===== config.mk =====
export PLATFORM = sky130hd
export DESIGN_NAME = epcirq_top
export DESIGN_NICKNAME = d
export VERILOG_FILES = /design/src/core/epcirq_pkg.sv /design/src/core/epcirq_top.sv /design/src/core/epcirq_sync.sv
export SDC_FILE = /design/constraint.sdc
export NUM_CORES = 1
export LEC_CHECK = 0
export ABC_CLOCK_PERIOD_IN_PS = 3300
export BUFFER_PORTS_ARGS = -buffer_cell sky130_fd_sc_hd__buf_2
export CAP_MARGIN = 20
export CORE_MARGIN = 1
export CORE_UTILIZATION = 38
export DETAILED_ROUTE_END_ITERATION = 16
export GPL_TIMING_DRIVEN = 1
export SYNTH_ARGS = -nofsm -noshare
export SYNTH_HDL_FRONTEND = slang
export SYNTH_SLANG_ARGS = --single-unit

===== constraint.sdc =====
create_clock -name i_clk -period 3.3 [get_ports i_clk]
set_clock_uncertainty 0.05 [all_clocks]
set_input_delay 0 -clock i_clk [delete_from_list [all_inputs] [get_ports i_clk]]
set_output_delay 0 -clock i_clk [all_outputs]
set_load 0.02 [all_outputs]

===== src/core/epcirq_pkg.sv =====
package epcirq_pkg;
	// Register byte addresses
	localparam logic [7:0] ADDR_MASK   = 8'h00;
	localparam logic [7:0] ADDR_FLAG   = 8'h04;
	localparam logic [7:0] ADDR_SENSE  = 8'h08;
	localparam logic [7:0] ADDR_ALTCFG = 8'h0C;
	localparam logic [7:0] ADDR_FUSE   = 8'h10;
	localparam logic [7:0] ADDR_PINS   = 8'h14;
	// Mask and flag register layout
	localparam int BIT_EXT   = 6;
	localparam int BIT_PC_HI = 5;
	localparam int BIT_PC_LO = 4;
	localparam int BIT_GIE   = 0;
	localparam int BIT_PCF   = 5;
	// Alternate-function config register layout
	localparam int ALT_WM_LO  = 0;
	localparam int ALT_WM_HI  = 1;
	localparam int ALT_CAL    = 2;
	localparam int ALT_CAH    = 3;
	localparam int ALT_PWMA   = 4;
	localparam int ALT_CBL    = 5;
	localparam int ALT_CBH    = 6;
	localparam int ALT_PWMB   = 7;
	localparam int ALT_REF    = 8;
	localparam int ALT_CMPDIS = 9;
	localparam int ALT_T0CS1  = 10;
	localparam int ALT_T0CS2  = 11;
	localparam int ALT_W      = 12;
	// Fuse register layout: clock select [4:0], reset disable [5]
	localparam int FUSE_RST = 5;
	localparam int FUSE_W   = 6;
	localparam logic [4:0] CLK_XTAL1_ONLY = 5'h10;
	localparam logic [4:0] CLK_XTAL1_LO   = 5'h15;
	localparam logic [4:0] CLK_XTAL2_LO   = 5'h19;
	localparam logic       FUSE_PROG      = 1'b0;
	localparam int NPIN = 11;
	localparam logic [31:0] ZERO32 = 32'h0000_0000;
	localparam logic [1:0] HTRANS_NONSEQ = 2'h2;
	localparam logic [2:0] HSIZE_WORD = 3'h2;

	typedef enum logic [1:0] {
		SENSE_LOW  = 2'h0,
		SENSE_ANY  = 2'h1,
		SENSE_FALL = 2'h2,
		SENSE_RISE = 2'h3
	} epcirq_sense_t;

	typedef struct packed {
		logic [7:0] pb;
		logic [2:0] pa;
	} epcirq_pins_t;
endpackage


===== src/core/epcirq_top.sv =====
// Decided for this implementation: the placing of the registers and the AHB-Lite register port.
`timescale 1ns/1ps
// Notes on behaviour
// External interrupt still fires when its pin is driven as output.
// External sense selects falling, rising, any change or low level.
// Low-level sense keeps requesting while the pin stays low.
// Wake needs two watchdog-clock samples both at the required level.
// Any change on port B or A3, A6, A7 requests pin-change.
// High group: B7..B4, A7, A6, A3; low group: B3..B0.
// A disabled group does not set the pin-change flag.
// Pins in alternate function are excluded from change detection.
// Pin-change still fires when the pin is an output.
// Pin-change detection is independent of the external interrupt; here B6 is excluded while it is enabled on falling sense.
// B0 masked in two/three-wire serial mode or inverted compare output.
// Pin mask is OR of its alternate-function enable conditions.
// Fuse value 0 means programmed, 1 unprogrammed.
// External flag sets on event, clears on vector or write-one, zero in level mode.
// Pin-change flag clears on vector or write-one; needs global and enable.
// Pins pass a synchroniser before edge and change detection.
module epcirq_top (
	input  wire logic        i_clk,
	input  wire logic        i_nrst,
	input  wire logic        i_ce,
	input  wire logic        hsel,
	input  wire logic [31:0] haddr,
	input  wire logic [1:0]  htrans,
	input  wire logic        hwrite,
	input  wire logic [2:0]  hsize,
	input  wire logic [31:0] hwdata,
	input  wire logic        hready,
	output logic      [31:0] hrdata,
	output logic             hreadyout,
	output logic             hresp,
	input  wire logic [7:0]  i_pb,
	input  wire logic [2:0]  i_pa,
	input  wire logic        i_wdt_clk,
	input  wire logic        i_sleep,
	input  wire logic        i_ack_ext,
	input  wire logic        i_ack_pc,
	output logic             o_irq_ext,
	output logic             o_irq_pc,
	output logic             o_irq,
	output logic             o_wake
);
	////////////////////////////////////////////////////////////////////////////////
	// Bus slave
	logic [7:0]                    mask_q;
	logic [7:0]                    flag_q;
	epcirq_pkg::epcirq_sense_t     sense_q;
	logic [epcirq_pkg::ALT_W-1:0]  alt_q;
	logic [epcirq_pkg::FUSE_W-1:0] fuse_q;
	logic                          wr_pend_q;
	logic [7:0]                    wr_addr_q;
	logic [31:0]                   rdata_q;
	logic                          ext_flag_q;
	logic                          pc_flag_q;

	wire acc      = hsel && hready && (htrans == epcirq_pkg::HTRANS_NONSEQ);
	wire rd_acc   = acc && !hwrite;
	wire wr_mask  = wr_pend_q && (wr_addr_q == epcirq_pkg::ADDR_MASK);
	wire wr_flag  = wr_pend_q && (wr_addr_q == epcirq_pkg::ADDR_FLAG);
	wire wr_sense = wr_pend_q && (wr_addr_q == epcirq_pkg::ADDR_SENSE);
	wire wr_alt   = wr_pend_q && (wr_addr_q == epcirq_pkg::ADDR_ALTCFG);
	wire wr_fuse  = wr_pend_q && (wr_addr_q == epcirq_pkg::ADDR_FUSE);

	epcirq_pkg::epcirq_pins_t lvl;
	logic [31:0] rd_mux;

	always_comb begin
		rd_mux = epcirq_pkg::ZERO32;
		unique case (haddr[7:0])
			epcirq_pkg::ADDR_MASK:   rd_mux[7:0] = mask_q;
			epcirq_pkg::ADDR_FLAG:   rd_mux[7:0] = flag_q;
			epcirq_pkg::ADDR_SENSE:  rd_mux[1:0] = sense_q;
			epcirq_pkg::ADDR_ALTCFG: rd_mux[epcirq_pkg::ALT_W-1:0] = alt_q;
			epcirq_pkg::ADDR_FUSE:   rd_mux[epcirq_pkg::FUSE_W-1:0] = fuse_q;
			epcirq_pkg::ADDR_PINS:   rd_mux[epcirq_pkg::NPIN-1:0] = lvl;
			default:                 rd_mux = epcirq_pkg::ZERO32;
		endcase
	end

	always_ff @(posedge i_clk or negedge i_nrst) begin
		if (!i_nrst) begin
			wr_pend_q <= 1'b0;
			wr_addr_q <= 8'h00;
			rdata_q   <= 32'h0000_0000;
		end else if (i_ce) begin
			wr_pend_q <= acc && hwrite;
			wr_addr_q <= haddr[7:0];
			if (rd_acc)
				rdata_q <= rd_mux;
		end
	end

	always_ff @(posedge i_clk or negedge i_nrst) begin
		if (!i_nrst) begin
			mask_q  <= 8'h00;
			sense_q <= epcirq_pkg::SENSE_LOW;
			alt_q   <= '0;
			fuse_q  <= '1;
		end else if (i_ce) begin
			if (wr_mask)
				mask_q <= hwdata[7:0];
			if (wr_sense)
				sense_q <= epcirq_pkg::epcirq_sense_t'(hwdata[1:0]);
			if (wr_alt)
				alt_q <= hwdata[epcirq_pkg::ALT_W-1:0];
			if (wr_fuse)
				fuse_q <= hwdata[epcirq_pkg::FUSE_W-1:0];
		end
	end

	assign hrdata    = rdata_q;
	assign hreadyout = 1'b1;
	assign hresp     = 1'b0;

	////////////////////////////////////////////////////////////////////////////////
	// Pin synchronisation
	epcirq_sync u_sync (
		.i_clk  (i_clk),
		.i_nrst (i_nrst),
		.i_ce   (i_ce),
		.i_pin  ({i_pb, i_pa}),
		.o_lvl  (lvl)
	);

	epcirq_pkg::epcirq_pins_t prev_q;
	logic                     prev_ok_q;
	always_ff @(posedge i_clk or negedge i_nrst) begin
		if (!i_nrst) begin
			prev_q    <= '0;
			prev_ok_q <= 1'b0;
		end else if (i_ce) begin
			prev_q    <= lvl;
			prev_ok_q <= 1'b1;
		end
	end

	////////////////////////////////////////////////////////////////////////////////
	// Alternate-function masks
	wire [4:0] clk_fuse = fuse_q[4:0];
	wire wm_two   = alt_q[epcirq_pkg::ALT_WM_HI];
	wire wm_three = !alt_q[epcirq_pkg::ALT_WM_HI] && alt_q[epcirq_pkg::ALT_WM_LO];
	wire cmp_a    = !alt_q[epcirq_pkg::ALT_CAH] && alt_q[epcirq_pkg::ALT_CAL]
	              && alt_q[epcirq_pkg::ALT_PWMA];
	wire cmp_b    = !alt_q[epcirq_pkg::ALT_CBH] && alt_q[epcirq_pkg::ALT_CBL]
	              && alt_q[epcirq_pkg::ALT_PWMB];
	wire ext_alt  = mask_q[epcirq_pkg::BIT_EXT] && (sense_q == epcirq_pkg::SENSE_FALL);
	wire t0_ext   = alt_q[epcirq_pkg::ALT_T0CS2] && alt_q[epcirq_pkg::ALT_T0CS1];
	wire cmp_off  = !alt_q[epcirq_pkg::ALT_CMPDIS];
	// Fuse bit at 0 counts as programmed
	wire rst_alt  = fuse_q[epcirq_pkg::FUSE_RST] != epcirq_pkg::FUSE_PROG;
	wire x1_alt   = (clk_fuse == epcirq_pkg::CLK_XTAL1_ONLY)
	              || (clk_fuse >= epcirq_pkg::CLK_XTAL1_LO);
	wire x2_alt   = clk_fuse >= epcirq_pkg::CLK_XTAL2_LO;

	epcirq_pkg::epcirq_pins_t amask;
	assign amask.pb[0] = wm_two || wm_three || cmp_a;
	assign amask.pb[1] = wm_three || alt_q[epcirq_pkg::ALT_CAH] || alt_q[epcirq_pkg::ALT_CAL];
	assign amask.pb[2] = wm_two || wm_three || cmp_b;
	assign amask.pb[3] = alt_q[epcirq_pkg::ALT_CBH] || alt_q[epcirq_pkg::ALT_CBL];
	assign amask.pb[4] = x1_alt;
	assign amask.pb[5] = x2_alt;
	assign amask.pb[6] = ext_alt || t0_ext;
	assign amask.pb[7] = rst_alt;
	assign amask.pa[2] = cmp_off;
	assign amask.pa[1] = cmp_off;
	assign amask.pa[0] = alt_q[epcirq_pkg::ALT_REF];

	////////////////////////////////////////////////////////////////////////////////
	// Pin-change detection
	wire hi_en = mask_q[epcirq_pkg::BIT_PC_HI];
	wire lo_en = mask_q[epcirq_pkg::BIT_PC_LO];
	epcirq_pkg::epcirq_pins_t grp_en;
	assign grp_en.pb = {{4{hi_en}}, {4{lo_en}}};
	assign grp_en.pa = {3{hi_en}};
	// Pins read as levels regardless of direction, so outputs count too
	wire [10:0] chg = (lvl ^ prev_q) & {11{prev_ok_q}};
	wire pc_event  = |(chg & grp_en & ~amask);

	////////////////////////////////////////////////////////////////////////////////
	// External interrupt sense on port B bit 6
	wire ext_now  = lvl.pb[6];
	wire ext_prev = prev_q.pb[6];
	logic ext_event;
	always_comb begin
		unique case (sense_q)
			epcirq_pkg::SENSE_LOW:  ext_event = 1'b0;
			epcirq_pkg::SENSE_ANY:  ext_event = prev_ok_q && (ext_now ^ ext_prev);
			epcirq_pkg::SENSE_FALL: ext_event = prev_ok_q && ext_prev && !ext_now;
			epcirq_pkg::SENSE_RISE: ext_event = prev_ok_q && !ext_prev && ext_now;
		endcase
	end
	wire level_mode = sense_q == epcirq_pkg::SENSE_LOW;
	wire level_req  = level_mode && !ext_now;

	////////////////////////////////////////////////////////////////////////////////
	// Flags: set wins over clear
	wire ext_clr = (wr_flag && hwdata[epcirq_pkg::BIT_EXT]) || i_ack_ext;
	wire pc_clr  = (wr_flag && hwdata[epcirq_pkg::BIT_PCF]) || i_ack_pc;
	always_ff @(posedge i_clk or negedge i_nrst) begin
		if (!i_nrst) begin
			ext_flag_q <= 1'b0;
			pc_flag_q  <= 1'b0;
		end else if (i_ce) begin
			ext_flag_q <= !level_mode && (ext_event || (ext_flag_q && !ext_clr));
			pc_flag_q  <= pc_event || (pc_flag_q && !pc_clr);
		end
	end
	always_comb begin
		flag_q = 8'h00;
		flag_q[epcirq_pkg::BIT_EXT] = ext_flag_q;
		flag_q[epcirq_pkg::BIT_PCF] = pc_flag_q;
	end

	////////////////////////////////////////////////////////////////////////////////
	// Interrupt requests
	wire gie     = mask_q[epcirq_pkg::BIT_GIE];
	wire ext_req = gie && mask_q[epcirq_pkg::BIT_EXT] && (ext_flag_q || level_req);
	wire pc_req  = gie && (hi_en || lo_en) && pc_flag_q;
	logic irq_ext_q;
	logic irq_pc_q;
	logic irq_q;
	always_ff @(posedge i_clk or negedge i_nrst) begin
		if (!i_nrst) begin
			irq_ext_q <= 1'b0;
			irq_pc_q  <= 1'b0;
			irq_q     <= 1'b0;
		end else if (i_ce) begin
			irq_ext_q <= ext_req;
			irq_pc_q  <= pc_req;
			irq_q     <= ext_req || pc_req;
		end
	end
	assign o_irq_ext = irq_ext_q;
	assign o_irq_pc  = irq_pc_q;
	assign o_irq     = irq_q;

	////////////////////////////////////////////////////////////////////////////////
	// Wake: two watchdog-clock samples of the requested condition
	logic [2:0] wck_q;
	logic       wake_cnt_q;
	logic       wake_q;
	wire wdt_rise = wck_q[1] && !wck_q[2];
	wire want     = ext_req || (pc_req) || (pc_event && gie);
	always_ff @(posedge i_clk or negedge i_nrst) begin
		if (!i_nrst) begin
			wck_q      <= 3'h0;
			wake_cnt_q <= 1'b0;
			wake_q     <= 1'b0;
		end else if (i_ce) begin
			wck_q <= {wck_q[1:0], i_wdt_clk};
			if (!i_sleep) begin
				wake_cnt_q <= 1'b0;
				wake_q     <= 1'b0;
			end else if (wdt_rise) begin
				wake_cnt_q <= want;
				wake_q     <= want && wake_cnt_q;
			end
		end
	end
	assign o_wake = wake_q;

	////////////////////////////////////////////////////////////////////////////////
	// Checks
	chk_level_no_flag: assert property (@(posedge i_clk) disable iff (!i_nrst)
		level_mode && i_ce |=> !ext_flag_q) else $error("ext flag set in level mode");
	chk_level_hold: assert property (@(posedge i_clk) disable iff (!i_nrst)
		i_ce && level_req && gie && mask_q[epcirq_pkg::BIT_EXT] |=> o_irq_ext)
		else $error("level request dropped");
	chk_group_gate: assert property (@(posedge i_clk) disable iff (!i_nrst)
		i_ce && !pc_flag_q && !hi_en && !lo_en |=> !pc_flag_q)
		else $error("disabled group set flag");
	chk_mask_gate: assert property (@(posedge i_clk) disable iff (!i_nrst)
		i_ce && !pc_flag_q && ((amask | ~grp_en) == 11'h7FF) |=> !pc_flag_q)
		else $error("masked pin set flag");
	chk_b0_serial: assert property (@(posedge i_clk) disable iff (!i_nrst)
		wm_two |-> amask.pb[0]) else $error("b0 not masked");
	chk_fall_sets: assert property (@(posedge i_clk) disable iff (!i_nrst)
		i_ce && sense_q == epcirq_pkg::SENSE_FALL && ext_event |=> ext_flag_q)
		else $error("falling edge lost");
	chk_change_sets: assert property (@(posedge i_clk) disable iff (!i_nrst)
		i_ce && pc_event |=> pc_flag_q) else $error("pin change lost");
	chk_pc_gie: assert property (@(posedge i_clk) disable iff (!i_nrst)
		i_ce && !gie |=> !o_irq_pc) else $error("pc irq without global enable");
	chk_wake_two: assert property (@(posedge i_clk) disable iff (!i_nrst)
		$rose(o_wake) |-> $past(wake_cnt_q)) else $error("wake on one sample");
endmodule


===== src/core/epcirq_sync.sv =====
`timescale 1ns/1ps
module epcirq_sync (
	input  wire logic                i_clk,
	input  wire logic                i_nrst,
	input  wire logic                i_ce,
	input  wire logic [10:0]         i_pin,
	output logic      [10:0]         o_lvl
);
	logic [10:0] s1_q;
	logic [10:0] s2_q;
	logic [10:0] s3_q;
	logic [10:0] lvl_q;

	// Three stages; a level is accepted once stages two and three agree
	always_ff @(posedge i_clk or negedge i_nrst) begin
		if (!i_nrst) begin
			s1_q  <= 11'h000;
			s2_q  <= 11'h000;
			s3_q  <= 11'h000;
			lvl_q <= 11'h000;
		end else if (i_ce) begin
			s1_q  <= i_pin;
			s2_q  <= s1_q;
			s3_q  <= s2_q;
			lvl_q <= (s2_q & s3_q) | (lvl_q & (s2_q | s3_q));
		end
	end

	assign o_lvl = lvl_q;
endmodule


==> flow_summary.ini, run 1 <==
[outcome]
status = complete, no violations

[job]
drv_cap = 0

[die]
start_util_pct = 39.6
die_w_um = 120
num_rows = 42
core_area_mm2 = 0.0134
die_area_mm2 = 0.0144
die_y_um = 120
io_pins = 128

[timing]
finalSetupTns_ps = 0
finalCritPeriodShare_pct = 67.5
rsz0062_at_grt = no
drv_slew = 0
finalSetupViolations = 0
min_period_ps = 2230
timing.fmax_mhz = 449
slew_headroom_pct = 34.8
tightest_slew_ps = 965
holdWs_ps = 86.4
finalHoldViolCount = 0

[final_layout]
instances_no_fill = 732
area_delta_synth_final_pct = 25.5
fillers = 1244
regArea_mm2 = 0.00289
finalInstanceArea_mm2 = 0.00665
drive_gt1_share_pct = 33.5
multi_input_area_mm2 = 0.00217
nets = 633
antennaDiodeCount = 0

[routing]
drt_pre_antenna_iters = 4
postRouteWirelength_um = 11700
avgRoutedWirePerCell_um = 16.0
drtIter0Drc = 195
viasPerCell = 5.06
drc = 0
ant_nets = 0
vias = 3705

[placed_design]
port_buffers = 58
dpl.hpwl_um = 7920
dpl-instance-area_mm2 = 0.00568
gp_congestion = 0.803
dp_cells = 664

[clocking]
cts_setup_buffers = 0
clk_latency_ps = 420
clk_pin_slew_worst_paths_ps = 60
cts_tree = built
cts-htree-levels = 4
numCtsBuffers = 17
clockBufferDepth = 2
cts_sinks = 115
cts-root-buf = clkbuf_16

[synth]
yosys_register_bits = 115
yosysWarnings = 0
synthesis.instances = 448
synth.area.top_cells = dfrtp_1, mux2_2, o21ai_0
async_flop_share_pct = 100
ys_top_cells_by_count = dfrtp_1, mux2_2, o21ai_0, nand2_1, buf_4
synth_edf_count = 0
synth.avg_cell_area_um2 = 11.8
ys_seq_area_share_pct = 54.4
synth_cell_types = 54
yosysMostFrequentCell = dfrtp_1
syn_area_mm2 = 0.00530
synth_top_area_share_pct = 51.5
synth_top_cell_by_area = dfrtp_1
synth_ff_type = dfrtp_1

[global_route]
grt-ovfl-total = 0
grt_pass1_vias = 3712
grt.total_usage_pct = 18.2
grt_max_degree = 88
antenna_found_initial = 0
grt_pass1_wl_um = 19800

[critical_path]
arrival_ps = 2470
cp-start-kind = flop
crit_path_max_fanout = 8
crit_type = flop to flop
required_ps = 3540
cp-end-kind = flop

[pwr]
vdd_drop_max_uv = 330
leakagePower_nw = 2.98
power_w = 0.00421
power.density_mw_per_mm2 = 634

[hold_path]
holdCritPathClass = primary input to async pin
## final timing paths
path,start,to,slack (ps),cells past startpoint
max,wr_addr_q[1]$_DFFE_PN0P_,mask_q[3]$_DFFE_PN0P_,1070,5
min,i_nrst,o_wake$_DFFE_PN0P_,90,2
max reg2reg,wr_addr_q[1]$_DFFE_PN0P_,mask_q[3]$_DFFE_PN0P_,1070,5
min reg2reg,hrdata[11]$_DFFE_PN0P_,hrdata[11]$_DFFE_PN0P_,430,2
max in group asynchronous,i_nrst,fuse_q[2]$_DFFE_PN1P_,2190,3
min in group i_clk,haddr[4],wr_addr_q[4]$_DFFE_PN0P_,90,2
## cell usage in the layout, fill, tap and decap left out, types with 8 or more instances in the layout
cell type,instances
conb_1,22
o21ai_0,49
nand2_1,26
a22o_1,10
a21oi_1,12
a22oi_1,10
dfrtp_1,109
o2bb2ai_1,8
clkbuf_16,17
inv_1,20
mux2_2,78
dlygate4sd3_1,36
buf_2,57
## layout make-up
class                           count  share of cell area, %
Sequential cell                   115                   43.4
Multi-Input combinational cell    291                   32.7
Clock inverter                     14                   2.63
Clock buffer                       18                   6.60
Tap cell                          176                   3.31
Inverter                           20                   1.13
Timing Repair Buffer               98                   10.3
## flip-flops by register name, summed over array words and instances, names as in the netlist, 2 cells and up
signal	flops
u_sync.s1_q	11
wr_addr_q	8
fuse_q	6
u_sync.s3_q	11
wck_q	3
alt_q	12
sense_q	2
mask_q	8
prev_q	10
hrdata	12
u_sync.o_lvl	11
u_sync.s2_q	11
## through the flow
stage | setup WS [ps] | utilization, %
floorplan | 1360 | -
global placement | 1120 | 42.4
detailed placement | 1060 | 42.4
CTS | 1040 | 49.6
global route | 885 | 49.6
finish | 1070 | 49.6
## report_power, final
| part | switching [W] | internal [W] |
|---|---|---|
| logic | 0.000238 | 0.000280 |
| clock network | 0.000676 | 0.00122 |
| registers | 0.000203 | 0.00160 |
| total | 0.00112 | 0.00310 |
## layer usage
layer	track usage (%)	part of all wire (%)	up-vias
li1	-	-	1765
met1	25.0	48	1823
met2	27.3	46	100
met3	4.80	4.6	17
met4	7.42	1.9	0
met5	0	0	-
## worst max-delay path, stage by stage (launching register included)
cell and delay (ps):
dfrtp_1 380, or4b_1 540, nor3_2 230, nor3b_2 330, nand2_2 240, mux2_2 330
## kinds of logic (layout without fill, tap and decap cells)
family	Yosys count	after routing	synth area share [%]
DFF	115	115	54.4
buffers and inverters	62	150	6.00
other	2	22	0.142
AOI/OAI and AO/OA	106	106	12.8
xor gates and xnor gates	11	11	1.82
adders and majority gates	1	1	0.189
muxes	80	80	17.2
and+or+nand+nor	71	71	7.46
## what timing repair did
item                      in CTS  in global routing
hold buffers                  36                  0
resized for setup              0                  0
hold endpoints to repair      97                  0
No activity file was read; power rests on OpenSTA's default activity.
==> run 2, diff against run 1 <==
--- a/config.mk
+++ b/config.mk
@@ -5,7 +5,8 @@
 export SDC_FILE = /design/constraint.sdc
 export NUM_CORES = 1
 export LEC_CHECK = 0
-export ABC_CLOCK_PERIOD_IN_PS = 3300
+export ABC_AREA = 1
+export ABC_CLOCK_PERIOD_IN_PS = 1900
 export BUFFER_PORTS_ARGS = -buffer_cell sky130_fd_sc_hd__buf_2
 export CAP_MARGIN = 20
 export CORE_MARGIN = 1
==> constraint.sdc (replaced) <==
create_clock -name i_clk -period 1.9 [get_ports i_clk]
set_clock_uncertainty 0.05 [all_clocks]
set_input_delay 0 -clock i_clk [delete_from_list [all_inputs] [get_ports i_clk]]
set_output_delay 0 -clock i_clk [all_outputs]
set_load 0.02 [all_outputs]
==> flow_summary.ini, run 2 <==
[outcome]
status = complete, no violations

[synth]
synth_top_cell_by_area = dfrtp_1
syn_area_mm2 = 0.00538
yosysWarnings = 0
synth.avg_cell_area_um2 = 8.23
synthesis.instances = 653
synth_top_area_share_pct = 50.7
synth.area.top_cells = dfrtp_1, nand2_1, o21ai_0
synth_edf_count = 0
ys_top_cells_by_count = nand2_1, dfrtp_1, o21ai_0, inv_1, nor2_1
ys_seq_area_share_pct = 53.7
yosysMostFrequentCell = nand2_1
synth_ff_type = dfrtp_1
async_flop_share_pct = 100
synth_cell_types = 38
yosys_register_bits = 115

[clocking]
clockBufferDepth = 2
cts_setup_buffers = 0
cts_hold_buf = 38
cts-htree-levels = 4
cts-root-buf = clkbuf_16
cts_resized = 0
clk_pin_slew_worst_paths_ps = 50
cts_sinks = 115
clk_latency_ps = 420
cts_tree = built
numCtsBuffers = 17

[routing]
viasPerCell = 4.78
postRouteWirelength_um = 12900
drc = 0
vias = 4519
avgRoutedWirePerCell_um = 13.7
ant_nets = 0
drtIter0Drc = 420
drt_pre_antenna_iters = 5

[global_route]
grt-ovfl-total = 0
grt_max_degree = 48
grt.total_usage_pct = 19.7
antenna_found_initial = 0
grt_pass1_wl_um = 21900
grt_pass1_vias = 4349

[placed_design]
place_ws_ps = 210
dp_cells = 876
port_buffers = 58
dpl.hpwl_um = 9020
gp_congestion = 0.893

[critical_path]
crit_path_max_fanout = 12
required_ps = 2140
cp_slowest_stage_delay_ps = 400
cp_slowest_cell = dfrtp_1
crit_type = flop to flop
cp_common_cell = nand2_1
cp-end-kind = flop
cp-start-kind = flop
arrival_ps = 1960
crit_chain = inv_1, nand4_1, nor3_2, nand2_1, buf_12, nand2_1, o21ai_0

[die]
num_rows = 43
core_area_mm2 = 0.0138
io_pins = 128
die_y_um = 121
die_w_um = 121
die_area_mm2 = 0.0146
start_util_pct = 38.9

[final_layout]
drive_gt1_share_pct = 15.7
layout_commonest_cell = nand2_1
final_cell_mix = nand2_1, dfrtp_1, o21ai_0
nets = 843
antennaDiodeCount = 0
area_delta_synth_final_pct = 27.0
instances_no_fill = 946

[timing]
timing.fmax_mhz = 579
slew_headroom_pct = 66.1
holdWs_ps = 19.2
fin_ws_ps = 174
min_period_ps = 1730
finalSetupTns_ps = 0
finalCritPeriodShare_pct = 90.9
drv_slew = 0
tightest_slew_ps = 504
finalHoldViolCount = 0
finalSetupViolations = 0
rsz0062_at_grt = no

[job]
drv_cap = 0

[pwr]
vdd_drop_max_uv = 571
power.density_mw_per_mm2 = 1020
leakagePower_nw = 3.38

[hold_path]
holdCritPathClass = primary input to async pin
==> run 2: changes by cell type after synthesis, moves of 7 or more <==
cell,change
a22o_1,-10
a22oi_1,-10
buf_2,+8
inv_1,+51
mux2_2,-76
nand2_1,+154
nand3_1,+16
nor2_1,+63
o211ai_1,+8
o21ai_0,+34
o21ai_1,+10
o2bb2ai_1,-7
==> run 2: logic make-up after synthesis <==
kind of cell	share of synthesized area, %
simple gates	22.9
compound gates	12.7
buf+inv	10.0
flops	53.7
mux	0.419
other cells	0.140
xor+xnor	0.163
==> run 2: worst paths after layout <==
kind                            slack, ps                     start  cells after the start               endpoint
worst max-delay path                  170  wr_addr_q[7]$_DFFE_PN0P_                      7   alt_q[4]$_DFFE_PN0P_
worst min-delay path                   20                    i_nrst                      2  alt_q[10]$_DFFE_PN0P_
worst max register to register        170  wr_addr_q[7]$_DFFE_PN0P_                      7   alt_q[4]$_DFFE_PN0P_
worst min register to register        420      wck_q[2]$_DFFE_PN0P_                      2   wck_q[2]$_DFFE_PN0P_
max in group asynchronous            1150                    i_nrst                      3  fuse_q[0]$_DFFE_PN1P_
min in group i_clk                     20                      i_ce                      4   wck_q[1]$_DFFE_PN0P_
==> run 2: metrics by stage <==
step	cell area, um^2	utilization, %	total power, W
detailed placement	5830	42.1	0.00364
global placement	5830	42.1	0.00361
finish	6830	49.4	0.00697
floorplan	5450	-	0.00337
CTS	6830	49.4	0.00703
global route	6830	49.4	0.00731
==> run 2: per-layer routing <==
layer	global-route usage, %	vias to the layer above	part of all wire, %
met2	29.3	141	43
met1	27.0	2106	48
met4	9.10	0	2.9
met3	4.93	29	5.6
li1	-	2243	-
met5	0	-	0
==> run 2: critical path: cells and delay by family (launching register included) <==
family / cells / cell delay [ps]
compound gates: 1 / 100
buf+inv: 2 / 350
flops: 1 / 400
simple gates: 4 / 690
==> run 2: area by class of cell <==
cell class / instances / area (um^2)
fillers: 1327 / 7000
multi-input cells: 440 / 2030
repair buffers: 105 / 791
clock inverters: 10 / 128
clock buffers: 22 / 494
well taps: 180 / 225
inverters: 74 / 278
flip-flops and latches: 115 / 2890
==> run 2: where the power goes <==
group	internal (W)	switching, W	total, W	leakage, nW
clock	0.00222	0.00110	0.00332	0.311
sequential	0.00269	0.000181	0.00287	1.45
combinational	0.000291	0.000492	0.000783	1.62
total	0.00520	0.00177	0.00697	3.38
